$ cat src/pim_pkg.sv
// Shared constants, register map and carrier types for the process image monitor
package pim_pkg;

  // Register bus geometry
  localparam int ADDR_W = 8;
  localparam int DATA_W = 32;

  // Register byte addresses, one aligned word each
  localparam logic [ADDR_W-1:0] ADDR_CTRL    = 8'h00;
  localparam logic [ADDR_W-1:0] ADDR_SPD_EXP = 8'h04;
  localparam logic [ADDR_W-1:0] ADDR_TOL     = 8'h08;
  localparam logic [ADDR_W-1:0] ADDR_TMO     = 8'h0c;
  localparam logic [ADDR_W-1:0] ADDR_STATUS  = 8'h10;
  localparam logic [ADDR_W-1:0] ADDR_MASK    = 8'h14;
  localparam logic [ADDR_W-1:0] ADDR_IMAGE   = 8'h18;
  localparam logic [ADDR_W-1:0] ADDR_SPD_MEAS = 8'h1c;

  // Widths of the monitor quantities
  localparam int SPD_W  = 16;
  localparam int PCT_W  = 8;
  localparam int SEC_W  = 8;
  localparam int SOCK_W = 4;
  localparam int AREA_W = 8;
  localparam int ST_W   = 2;

  // Process image bit positions in byte 0
  localparam int IN_TRIG_BIT  = 0;
  localparam int IN_AUX_BIT   = 1;
  localparam int IN_PHASE_BIT = 7;
  localparam int OUT1_BIT     = 0;
  localparam int OUT2_BIT     = 1;

  // Status and mask bit positions
  localparam int ST_SPEED = 0;
  localparam int ST_INPUT = 1;

  // Field positions inside the tolerance and image words
  localparam int TOL_ABS_LSB   = 16;
  localparam int IMG_OUT_LSB   = 8;
  localparam int IMG_PINS_LSB  = 16;

  // Reset values
  localparam logic [PCT_W-1:0]  PCT_RST  = 8'h05;
  localparam logic [SPD_W-1:0]  ABS_RST  = 16'h0000;
  localparam logic [SPD_W-1:0]  EXP_RST  = 16'h0000;
  localparam logic [SEC_W-1:0]  TMO_RST  = 8'h03;
  localparam logic [SOCK_W-1:0] SOCK_RST = 4'h4;

  // Percentage scale
  localparam int PCT_SCALE = 100;

  // Time base: one second counted in reference clock cycles
  localparam int ONE_SEC_NS     = 1000000000;
  localparam int CLK_PERIOD_NS  = 8;
  localparam int CYC_PER_SEC_DEF = ONE_SEC_NS / CLK_PERIOD_NS;

  // Control register layout, top bit first, down to fb_en in bit 0
  typedef struct packed {
    logic [SOCK_W-1:0] socket;
    logic              check_abs;
    logic              mon_en;
    logic              out2_ctl;
    logic              out1_ctl;
    logic              phase_echo;
    logic              aux_echo;
    logic              trig_echo;
    logic              fb_en;
  } pim_ctrl_t;

  // Kinds of monitor report
  typedef enum logic [1:0] {
    PIM_ERR_NONE,
    PIM_ERR_SPEED,
    PIM_ERR_INPUT
  } pim_err_t;

  // Report handed to the network side
  typedef struct packed {
    logic [SOCK_W-1:0] socket;
    pim_err_t          code;
  } pim_report_t;

endpackage : pim_pkg

$ cat src/pim_speed_chk.sv
// Conveyor speed comparison against percentage or absolute tolerance
`timescale 1ns/100ps
`default_nettype none
module pim_speed_chk (
  input  wire logic                     ref_clk,
  input  wire logic                     rst,
  input  wire logic                     enable,
  input  wire logic                     check_abs,
  input  wire logic                     sample_vld,
  input  wire logic [pim_pkg::SPD_W-1:0] meas,
  input  wire logic [pim_pkg::SPD_W-1:0] expected,
  input  wire logic [pim_pkg::PCT_W-1:0] pct_tol,
  input  wire logic [pim_pkg::SPD_W-1:0] abs_tol,
  output logic                          err_pulse
);
  import pim_pkg::*;

  typedef struct packed {
    logic err;
  } pim_spd_state_t;

  pim_spd_state_t st_reg, st_next;
  logic [SPD_W-1:0]   diff;
  logic [SPD_W+7:0]   diff_scaled;
  logic [SPD_W+7:0]   allowed;

  // Deviation scaled by 100 against tolerance times expected avoids a divider
  always_comb begin
    diff        = (meas > expected) ? meas - expected : expected - meas;
    diff_scaled = (SPD_W+8)'(diff) * (SPD_W+8)'(PCT_SCALE);
    allowed     = (SPD_W+8)'(pct_tol) * (SPD_W+8)'(expected);
    st_next.err = 1'b0;
    if (enable && sample_vld) begin
      if (check_abs) begin
        st_next.err = diff > abs_tol;
      end else begin
        st_next.err = diff_scaled > allowed;
      end
    end
  end

  always_ff @(posedge ref_clk or posedge rst) begin
    if (rst) begin
      st_reg <= '0;
    end else begin
      st_reg <= st_next;
    end
  end

  assign err_pulse = st_reg.err;
endmodule : pim_speed_chk
`default_nettype wire

$ cat src/pim_input_tmo.sv
// Input health timer: flags an input held active beyond the timeout
`timescale 1ns/100ps
`default_nettype none
module pim_input_tmo #(
  parameter int CYC_PER_SEC = pim_pkg::CYC_PER_SEC_DEF
) (
  input  wire logic                     ref_clk,
  input  wire logic                     rst,
  input  wire logic                     enable,
  input  wire logic                     watched,
  input  wire logic [pim_pkg::SEC_W-1:0] timeout_sec,
  output logic                          err_pulse
);
  import pim_pkg::*;

  localparam int PRE_W = $clog2(CYC_PER_SEC + 1);
  localparam logic [PRE_W-1:0] PRE_LAST = PRE_W'(CYC_PER_SEC - 1);

  typedef struct packed {
    logic [PRE_W-1:0] pre;
    logic [SEC_W-1:0] secs;
    logic             flagged;
    logic             err;
  } pim_tmo_state_t;

  pim_tmo_state_t st_reg, st_next;

  // Timing restarts whenever the input drops, so only a stuck input reports
  always_comb begin
    st_next     = st_reg;
    st_next.err = 1'b0;
    if (!enable || !watched || timeout_sec == '0) begin
      st_next.pre     = '0;
      st_next.secs    = '0;
      st_next.flagged = 1'b0;
    end else if (!st_reg.flagged) begin
      if (st_reg.secs >= timeout_sec) begin
        st_next.err     = 1'b1;
        st_next.flagged = 1'b1;
      end else if (st_reg.pre == PRE_LAST) begin
        st_next.pre  = '0;
        st_next.secs = st_reg.secs + 1'b1;
      end else begin
        st_next.pre = st_reg.pre + 1'b1;
      end
    end
  end

  always_ff @(posedge ref_clk or posedge rst) begin
    if (rst) begin
      st_reg <= '0;
    end else begin
      st_reg <= st_next;
    end
  end

  assign err_pulse = st_reg.err;
endmodule : pim_input_tmo
`default_nettype wire

$ cat src/pim_io_monitor.sv
// Process image mapping of scanner I/O with speed and input health monitor
//
// Notes on behaviour
// - Trigger echo puts trigger into bit 0
// - Aux echo puts input 3 into bit 1
// - Phase echo shows reading phase in bit 7
// - Output 1 follows output byte bit 0
// - Output 2 follows output byte bit 1
// - Speed check is percentage or absolute
// - Percent mode errors beyond percent tolerance
// - Absolute mode errors beyond absolute tolerance
// - Trigger input checked after timeout, errors reported
// - Reports go out on configured socket
`timescale 1ns/100ps
`default_nettype none
module pim_io_monitor #(
  parameter int CYC_PER_SEC = pim_pkg::CYC_PER_SEC_DEF
) (
  input  wire logic                       ref_clk,
  input  wire logic                       rst,
  // Register port
  input  wire logic [pim_pkg::ADDR_W-1:0] reg_addr,
  input  wire logic [pim_pkg::DATA_W-1:0] reg_wdata,
  input  wire logic                       reg_wr,
  input  wire logic                       reg_rd,
  output logic      [pim_pkg::DATA_W-1:0] reg_rdata,
  output logic                            irq,
  // Scanner side pins
  input  wire logic                       trig_in,
  input  wire logic                       aux_in,
  input  wire logic                       phase_active,
  output logic                            dig_out1,
  output logic                            dig_out2,
  // Fieldbus process image, byte 0 of each area
  input  wire logic                       pi_out_wr,
  input  wire logic [pim_pkg::AREA_W-1:0] pi_out_byte,
  output logic      [pim_pkg::AREA_W-1:0] pi_in_byte,
  // Conveyor speed samples
  input  wire logic                       speed_vld,
  input  wire logic [pim_pkg::SPD_W-1:0]  speed_meas,
  // Monitor report channel
  output logic                            rpt_vld,
  output pim_pkg::pim_report_t            rpt
);
  import pim_pkg::*;

  // Whole module state
  typedef struct packed {
    pim_ctrl_t          ctrl;
    logic [SPD_W-1:0]   spd_exp;
    logic [PCT_W-1:0]   pct_tol;
    logic [SPD_W-1:0]   abs_tol;
    logic [SEC_W-1:0]   tmo_sec;
    logic [ST_W-1:0]    status;
    logic [ST_W-1:0]    mask;
    logic [AREA_W-1:0]  out_area;
    logic [SPD_W-1:0]   last_meas;
    logic [AREA_W-1:0]  in_area;
    logic               out1;
    logic               out2;
    logic [DATA_W-1:0]  rdata;
    logic               irq;
    logic               inp_pend;
    logic               rpt_vld;
    pim_report_t        rpt;
  } pim_state_t;

  pim_state_t st_reg, st_next;

  logic             spd_err;
  logic             inp_err;
  logic             wr_hit_status;
  logic [ST_W-1:0]  st_set;
  logic [ST_W-1:0]  st_clr;

  // Speed deviation checker
  pim_speed_chk u_speed_chk (
    .ref_clk    (ref_clk),
    .rst        (rst),
    .enable     (st_reg.ctrl.mon_en),
    .check_abs  (st_reg.ctrl.check_abs),
    .sample_vld (speed_vld),
    .meas       (speed_meas),
    .expected   (st_reg.spd_exp),
    .pct_tol    (st_reg.pct_tol),
    .abs_tol    (st_reg.abs_tol),
    .err_pulse  (spd_err)
  );

  // Stuck trigger input watchdog
  pim_input_tmo #(
    .CYC_PER_SEC (CYC_PER_SEC)
  ) u_input_tmo (
    .ref_clk     (ref_clk),
    .rst         (rst),
    .enable      (st_reg.ctrl.mon_en),
    .watched     (trig_in),
    .timeout_sec (st_reg.tmo_sec),
    .err_pulse   (inp_err)
  );

  // Status sources and write-one-to-clear terms
  always_comb begin
    st_set           = '0;
    st_set[ST_SPEED] = spd_err;
    st_set[ST_INPUT] = inp_err;
    wr_hit_status    = reg_wr && (reg_addr == ADDR_STATUS);
    st_clr           = wr_hit_status ? reg_wdata[ST_W-1:0] : '0;
  end

  // Next state: registers, image mapping, interrupt and reports
  always_comb begin
    st_next       = st_reg;
    st_next.rdata = '0;

    // Register writes
    if (reg_wr) begin
      case (reg_addr)
        ADDR_CTRL: begin
          st_next.ctrl = reg_wdata[$bits(pim_ctrl_t)-1:0];
        end
        ADDR_SPD_EXP: begin
          st_next.spd_exp = reg_wdata[SPD_W-1:0];
        end
        ADDR_TOL: begin
          st_next.pct_tol = reg_wdata[PCT_W-1:0];
          st_next.abs_tol = reg_wdata[TOL_ABS_LSB +: SPD_W];
        end
        ADDR_TMO: begin
          st_next.tmo_sec = reg_wdata[SEC_W-1:0];
        end
        ADDR_MASK: begin
          st_next.mask = reg_wdata[ST_W-1:0];
        end
        default: begin
          st_next.ctrl = st_reg.ctrl;
        end
      endcase
    end

    // Sticky status: a new event beats a clear in the same cycle
    st_next.status = (st_reg.status & ~st_clr) | st_set;

    // Keep the last speed sample for software inspection
    if (speed_vld) begin
      st_next.last_meas = speed_meas;
    end

    // Client writes to the output area only land while mapping is on
    if (pi_out_wr && st_reg.ctrl.fb_en) begin
      st_next.out_area = pi_out_byte;
    end

    // Input area echoes; each bit stays zero while its echo is off
    st_next.in_area = '0;
    if (st_reg.ctrl.fb_en) begin
      st_next.in_area[IN_TRIG_BIT]  = st_reg.ctrl.trig_echo & trig_in;
      st_next.in_area[IN_AUX_BIT]   = st_reg.ctrl.aux_echo & aux_in;
      st_next.in_area[IN_PHASE_BIT] = st_reg.ctrl.phase_echo & phase_active;
    end

    // Scanner outputs fall back to inactive when control is withdrawn
    st_next.out1 = st_reg.ctrl.fb_en & st_reg.ctrl.out1_ctl
                   & st_next.out_area[OUT1_BIT];
    st_next.out2 = st_reg.ctrl.fb_en & st_reg.ctrl.out2_ctl
                   & st_next.out_area[OUT2_BIT];

    // Level interrupt while any unmasked status bit is set
    st_next.irq = |(st_next.status & st_next.mask);

    // Reports: speed takes the slot, a coinciding input error waits for the next cycle without a speed error
    st_next.rpt_vld = 1'b0;
    st_next.rpt     = st_reg.rpt;
    if (spd_err) begin
      st_next.rpt_vld     = 1'b1;
      st_next.rpt.code    = PIM_ERR_SPEED;
      st_next.rpt.socket  = st_reg.ctrl.socket;
      st_next.inp_pend    = st_reg.inp_pend | inp_err;
    end else if (inp_err || st_reg.inp_pend) begin
      st_next.rpt_vld     = 1'b1;
      st_next.rpt.code    = PIM_ERR_INPUT;
      st_next.rpt.socket  = st_reg.ctrl.socket;
      st_next.inp_pend    = 1'b0;
    end

    // Register reads answer in the next cycle only
    if (reg_rd) begin
      case (reg_addr)
        ADDR_CTRL: begin
          st_next.rdata = DATA_W'(st_reg.ctrl);
        end
        ADDR_SPD_EXP: begin
          st_next.rdata = DATA_W'(st_reg.spd_exp);
        end
        ADDR_TOL: begin
          st_next.rdata[PCT_W-1:0]             = st_reg.pct_tol;
          st_next.rdata[TOL_ABS_LSB +: SPD_W]  = st_reg.abs_tol;
        end
        ADDR_TMO: begin
          st_next.rdata = DATA_W'(st_reg.tmo_sec);
        end
        ADDR_STATUS: begin
          st_next.rdata = DATA_W'(st_reg.status);
        end
        ADDR_MASK: begin
          st_next.rdata = DATA_W'(st_reg.mask);
        end
        ADDR_IMAGE: begin
          st_next.rdata[AREA_W-1:0]          = st_reg.in_area;
          st_next.rdata[IMG_OUT_LSB +: AREA_W] = st_reg.out_area;
          st_next.rdata[IMG_PINS_LSB]        = st_reg.out1;
          st_next.rdata[IMG_PINS_LSB + 1]    = st_reg.out2;
        end
        ADDR_SPD_MEAS: begin
          st_next.rdata = DATA_W'(st_reg.last_meas);
        end
        default: begin
          st_next.rdata = '0; // Unmapped reads return zero
        end
      endcase
    end
  end

  // State register with documented defaults
  always_ff @(posedge ref_clk or posedge rst) begin
    if (rst) begin
      st_reg             <= '0;
      st_reg.ctrl.socket <= SOCK_RST;
      st_reg.spd_exp     <= EXP_RST;
      st_reg.pct_tol     <= PCT_RST;
      st_reg.abs_tol     <= ABS_RST;
      st_reg.tmo_sec     <= TMO_RST;
    end else begin
      st_reg <= st_next;
    end
  end

  // Outputs straight from the state register
  assign reg_rdata  = st_reg.rdata;
  assign irq        = st_reg.irq;
  assign dig_out1   = st_reg.out1;
  assign dig_out2   = st_reg.out2;
  assign pi_in_byte = st_reg.in_area;
  assign rpt_vld    = st_reg.rpt_vld;
  assign rpt        = st_reg.rpt;

endmodule : pim_io_monitor
`default_nettype wire

$ cat config.mk
export PLATFORM = sky130hd
export DESIGN_NAME = pim_io_monitor
export DESIGN_NICKNAME = d
export VERILOG_FILES = /design/src/pim_pkg.sv /design/src/pim_speed_chk.sv /design/src/pim_input_tmo.sv /design/src/pim_io_monitor.sv
export SDC_FILE = /design/constraint.sdc
export NUM_CORES = 1
export LEC_CHECK = 0
export BUFFER_PORTS_ARGS = -buffer_cell sky130_fd_sc_hd__clkbuf_2
export CAP_MARGIN = 20
export CORE_ASPECT_RATIO = 1.25
export CORE_MARGIN = 2
export CORE_UTILIZATION = 40
export CTS_CLUSTER_DIAMETER = 150
export DETAILED_ROUTE_END_ITERATION = 10
export SYNTH_ARGS = -nofsm -noshare
export SYNTH_HDL_FRONTEND = slang
export SYNTH_SLANG_ARGS = --single-unit
$ cat constraint.sdc
create_clock -name ref_clk -period 7.84 [get_ports ref_clk]
set_input_delay 1.568 -clock ref_clk [delete_from_list [all_inputs] [get_ports ref_clk]]
set_output_delay 1.568 -clock ref_clk [all_outputs]
set_load 0.005 [all_outputs]
* Word level (Yosys, flattened, before mapping)
Index checks and enable logic that the tools add are counted.
** Word-level totals
- Word-level logic and storage cells :: 106
- Output and inout bits :: 50
- Input port bits :: 73
- Flip-flop bits (word level) :: 172
** Operators by class
- Bitwise logic cells :: 12
- $lt $le $gt $ge :: 4
- Eq/ne operators :: 10
- Reduce and logical (&&, ||, !) cells :: 19
- Multipliers :: 2
- Muxes and demuxes :: 23
- $add $sub $neg :: 4
** Operators by type and width (number)
- one-hot mux 8 bit (8 select lines) :: 1
- 2-to-1 mux 37 bit :: 1
- 2-to-1 mux 36 bit :: 1
- 2-to-1 mux 35 bit :: 1
- == test 8 x 5 -> 1 bit, second input constant :: 4
- greater-than comparator 16 bit :: 2
- 2-to-1 mux 32 bit :: 1
- one-hot mux 8 bit (4 select lines) :: 1
- subtractor 16 bit :: 2
- adder 27 x 1 -> 27 bit, second input constant :: 1
- == test 27 bit, second input constant :: 1
- 2-to-1 mux 27 bit :: 1
- greater-than comparator 23 x 24 -> 1 bit :: 1
- multiplier 8 x 16 -> 24 bit :: 1
- 2-to-1 mux 8 bit :: 3
- multiplier 16 x 5 -> 21 bit, second input constant :: 1
- == test 8 x 4 -> 1 bit, second input constant :: 2
- logical NOT 8 bit :: 2
- 2-to-1 mux 16 bit :: 1
- 2-to-1 mux 14 bit :: 1
- 2-to-1 mux 2 bit :: 6
- AND reduction 2 bit :: 5
- adder 8 x 1 -> 8 bit, second input constant :: 1
- == test 8 x 3 -> 1 bit, second input constant :: 1
- other kinds (16) :: 32

* Longest topological paths before layout
- Depth in word-level cells :: 8
- Gate-level depth with buffers :: 36
- Depth with buffers taken out :: 35

* Modules after synthesis
A second synthesis with hierarchy kept.
** Second synthesis, totals
- Cell total of the unflattened synthesis :: 1653
- Area total of the unflattened synthesis :: 16160.5 um2
** By module, submodules not included
- pim_speed_chk :: cells an instance 983, seq. area each 25.0 um2, instances 1, area each 7977.7 um2
- pim_io_monitor :: cells an instance 412, seq. area each 3359.5 um2, instances 1, area each 5835.6 um2
- pim_input_tmo :: cells an instance 258, seq. area each 925.9 um2, instances 1, area each 2347.3 um2

* Least setup slack after synthesis
Ideal clock, no wire load.
- Path type :: input to register
- Start :: input speed_meas[0] (netlist bit)
- End :: register u_speed_chk.st_reg (netlist: u_speed_chk.err_pulse)
- Path buffers :: 2
- Stages :: 36
- Path slack :: -223 ps
- Arrival time :: 7935 ps
- Library setup time :: 128 ps
- Cell sequence :: inv_1 > ha_1 > inv_1 > fa_1 > a211oi_2 > o31ai_1 > a21bo_1 > a211o_2 > nand2_4 > buf_4 > buf_4 > mux2i_1 > xor2_1 > ha_1 > ha_1 > inv_1 > fa_1 > inv_1 > ha_1 > and2_1 > a31oi_1 > a21oi_1 > a41oi_1 > a21oi_1 > a21o_1 > a21oi_1 > xnor2_1 > ha_1 > nand2_1 > nor2_1 > a2111oi_0 > nor2_1 > nor3_1 > nand3_1 > a31oi_1 > nor3_1
** On the way
- Word-level cells in the longest chain between the ends :: 6
** RTL lines
- start: declaration :: RTL line pim_io_monitor.sv:40 : input wire logic [pim_pkg::SPD_W-1:0] speed_meas,
- subtractor 16 bit / greater-than comparator 16 bit (equally long branches) :: RTL line pim_speed_chk.sv:29 : diff = (meas > expected) ? meas - expected : expected - meas;
- 2-to-1 mux 16 bit * :: RTL line pim_speed_chk.sv:29
- multiplier 16 x 5 -> 21 bit :: RTL line pim_speed_chk.sv:30 : diff_scaled = (SPD_W+8)'(diff) * (SPD_W+8)'(PCT_SCALE);
- greater-than comparator 23 x 24 -> 1 bit :: RTL line pim_speed_chk.sv:37 : st_next.err = diff_scaled > allowed;
- 2-to-1 mux 1 bit * :: RTL line pim_speed_chk.sv:34 : if (check_abs) begin
- 2-to-1 mux 1 bit * :: RTL line pim_speed_chk.sv:33 : if (enable && sample_vld) begin
- named net u_speed_chk.st_next :: RTL line pim_speed_chk.sv:22 : pim_spd_state_t st_reg, st_next;
- end signal: assignment :: RTL line pim_speed_chk.sv:46 : st_reg <= st_next;
- end: declaration :: RTL line pim_speed_chk.sv:22
The timed path passes the listed nets; every way through them passes the cells marked *.
A chain may end at the register's enable or synchronous reset.

* Final worst setup path
Same ends and word-level chain as after synthesis.

==> results.yml <==
critical_path:
  required_ps: 8160
  path_max_fanout: 5
  end_kind: "register"
  rrSetupSlack_ps: 1120
  cp.arrival_ps: 7820
  critPathSlowestCell: "fa_1"
  cp-start-kind: "primary input"
  slowest_delay_ps: 490
  path_class: "in2reg"
power_and_ir_drop:
  vdd_drop_max_mv: 0.165
  p_leak_nw: 8.92
  power_density_nw_per_um2: 212
yosys:
  synth.avg_cell_area_sq_um: 9.54
  netlist_instances: 1622
  yosys.area.top_type: "dfrtp_1"
  ys_types: 74
  syn-cell-area_sq_um: 15500
  netlist.area_leader.share: 0.270
  ys_async_sr_fraction: 1.00
  ys_seq_area_frac: 0.279
  synth_ff_type: "dfrtp_1"
  yosysWarnings: 0
  ys_ff_latch: 172
  synth_edf_count: 0
  synth_area_leaders: "dfrtp_1, ha_1, fa_1"
routing:
  routedWlPerCell_microns: 18.4
  wl_microns: 41400
  initialDrtViolationCount: 592
  viasPerCell: 5.36
  vias: 12038
  firstDrtPassIters: 6
  drc: 0
  postRouteAntennaNets: 0
sta:
  finalWorstSetupSlack_ps: 341
  finalCriticalPeriod_ps: 7500
  relSlewSlack: 0.399
  hold_slack_ps: 487
  clock.fmax_mhz: 133
  finalMaxSlewViolations: 0
  fin_crit_sh: 0.957
  hold_viol: 0
  setup_viol: 0
  finalClockSkew_ps: 20.5
  tightest_slew_ps: 902
placement:
  dp_slack_ps: -449
  dp_hpwl_microns: 32900
  gp_congestion: 0.904
  numPortBuffers: 117
min_path:
  hold_class: "reg2reg"
floorplanning:
  ios: 123
  start_util: 0.406
  rows: 80
  die_w_microns: 180
  core_area_sq_um: 38100
  die_area_sq_um: 40300
  die_h_microns: 224
cts:
  clock_latency_ps: 450
  cts_buffer_depth: 2
  htreeDepth: 4
  cts_buffers: 17
  cts_root_buf: "clkbuf_16"
  clk_pin_slew_ps: 80
  clock-sinks: 172
  cts_tree: "done"
outcome:
  outcome: "finished, final reports clean"
final_layout:
  regArea_sq_um: 4310
  synthToLayoutAreaGrowth_pct: 13.9
  drive_above_1_share: 0.218
  diodes: 0
  nFillCells: 3632
  largest_reg_flops: 89
  final_nets: 2085
  multiInputGateArea_sq_um: 10000
global_route:
  grt_max_degree: 112
  antenna_found_initial: 0
  grt_pass1_wl_microns: 66600
  grt_remaining_overflow: 0
  grt_pass1_vias: 12592
  grtUsageTotal: 0.207
job:
  drv_cap: 0
==> stage by stage <==
stage / util / cells / area, sq um / power, mW / TNS (ps)
final: 0.462 / 2247 / 17600 / 3.73 / 0
after global routing: 0.462 / 2247 / 17600 / 4.04 / -26.8
after CTS: 0.454 / 2240 / 17300 / 3.64 / 0
after detailed placement: 0.439 / 2208 / 16700 / 2.79 / -449
after global placement: 0.439 / 2207 / 16700 / 2.74 / -231
after floorplan: - / 1626 / 15500 / 2.21 / 0
==> kinds of logic after synthesis <==
logic type / count (synthesis) / synth area share
AOI/OAI and AO/OA: 245 / 0.106
other: 1 / 0.000242
DFF: 172 / 0.279
and+or+nand+nor: 428 / 0.139
muxes: 100 / 0.0724
adders and majority gates: 271 / 0.266
xor gates and xnor gates: 82 / 0.0464
buffers and inverters: 323 / 0.0909
==> metal layers <==
metal	wire length, microns	share of wire	up-vias	global-route usage
li1	-	-	5639	-
met4	910	0.022	0	0.0587
met3	1380	0.033	60	0.0245
met1	17700	0.43	6052	0.257
met5	0	0	-	0
met2	21400	0.52	287	0.379
==> worst max-delay path, delay by kind of cell <==
kind            cells  cell delay [ps]
simple gates        9              910
compound gates     10             1970
buf+inv             7              630
fa+ha+maj           7             2220
mux                 1              260
xor+xnor            2              240
==> cells in the final DEF, fill, tap and decap left out, types with 6 or more instances in the layout <==
master and n:
a22oi_1 13, nor2_1 77, and3_1 27, clkbuf_16 17
dfrtp_1 167, a21oi_1 69, nand3_1 25, a31oi_1 10
nand2b_1 13, nand4_1 24, nor2b_1 14, xnor2_1 34
o21ai_0 39, buf_4 90, ha_1 171, xor2_1 41
mux2_2 91, fa_1 96, clkbuf_2 117, nand2_1 126
inv_1 208, o21a_1 6, a21o_1 30, a21boi_0 6
and2_1 70, or3_1 8, nor3_1 17, a222oi_1 14
==> power breakdown <==
group | internal [mW] | switching (mW)
Sequential | 0.932 | 0.0478
Combinational | 0.906 | 1.01
Clock | 0.425 | 0.410
Total | 2.26 | 1.47
==> cell usage after synthesis (3+ instances only) <==
library cell and number:
inv_1 209, ha_1 173, dfrtp_1 167, nand2_1 126
fa_1 97, mux2_2 91, nor2_1 78, a21oi_1 74
and2_1 70, clkbuf_1 59, buf_4 49, xor2_1 45
o21ai_0 39, xnor2_1 37, a21o_1 30, and3_1 27
nand3_1 25, nand4_1 24, nor3_1 18, a222oi_1 14
nor2b_1 14, a22oi_1 13, nand2b_1 13, a31oi_1 11
or3_1 8, mux2i_1 7, a21boi_0 6, o21a_1 6
a211oi_1 5, and4_1 5, dfstp_2 5, o31ai_1 5
or2_2 5, a22o_1 4, nor4_1 4, o211ai_1 4
a211o_1 3, a221oi_1 3, buf_1 3
==> path summary, 6_finish.rpt <==
path / from / end / depth (start not counted)
worst max-delay path: speed_meas[0] / u_speed_chk.err_pulse$_DFF_PP0_ / 36
max in group asynchronous: rst / st_reg[94]$_DFFE_PP0P_ / 4
min in group asynchronous: rst / rpt[1]$_DFFE_PP0P_ / 2
worst max register to register: st_reg[110]$_DFFE_PP0P_ / u_speed_chk.err_pulse$_DFF_PP0_ / 27
worst min-delay path: rpt[0]$_DFFE_PP0P_ / rpt[0]$_DFFE_PP0P_ / 1
worst min register to register: rpt[0]$_DFFE_PP0P_ / rpt[0]$_DFFE_PP0P_ / 1
==> final cells by class <==
type,count,share of cell area
repair buffers,210,0.0741
multi-input cells,1132,0.569
flip-flops and latches,172,0.245
inverters,209,0.0448
well taps,492,0.0349
clock buffers,18,0.0244
clock inverters,14,0.00852
==> timing repair <==
action                                  CTS  global route
resized for setup                         0            37
setup buffers                             0             4
endpoints found under the setup margin    0             1
hold buffers                              0             0
hold endpoints to repair                  0             0
(Power assumes the default switching activity.)
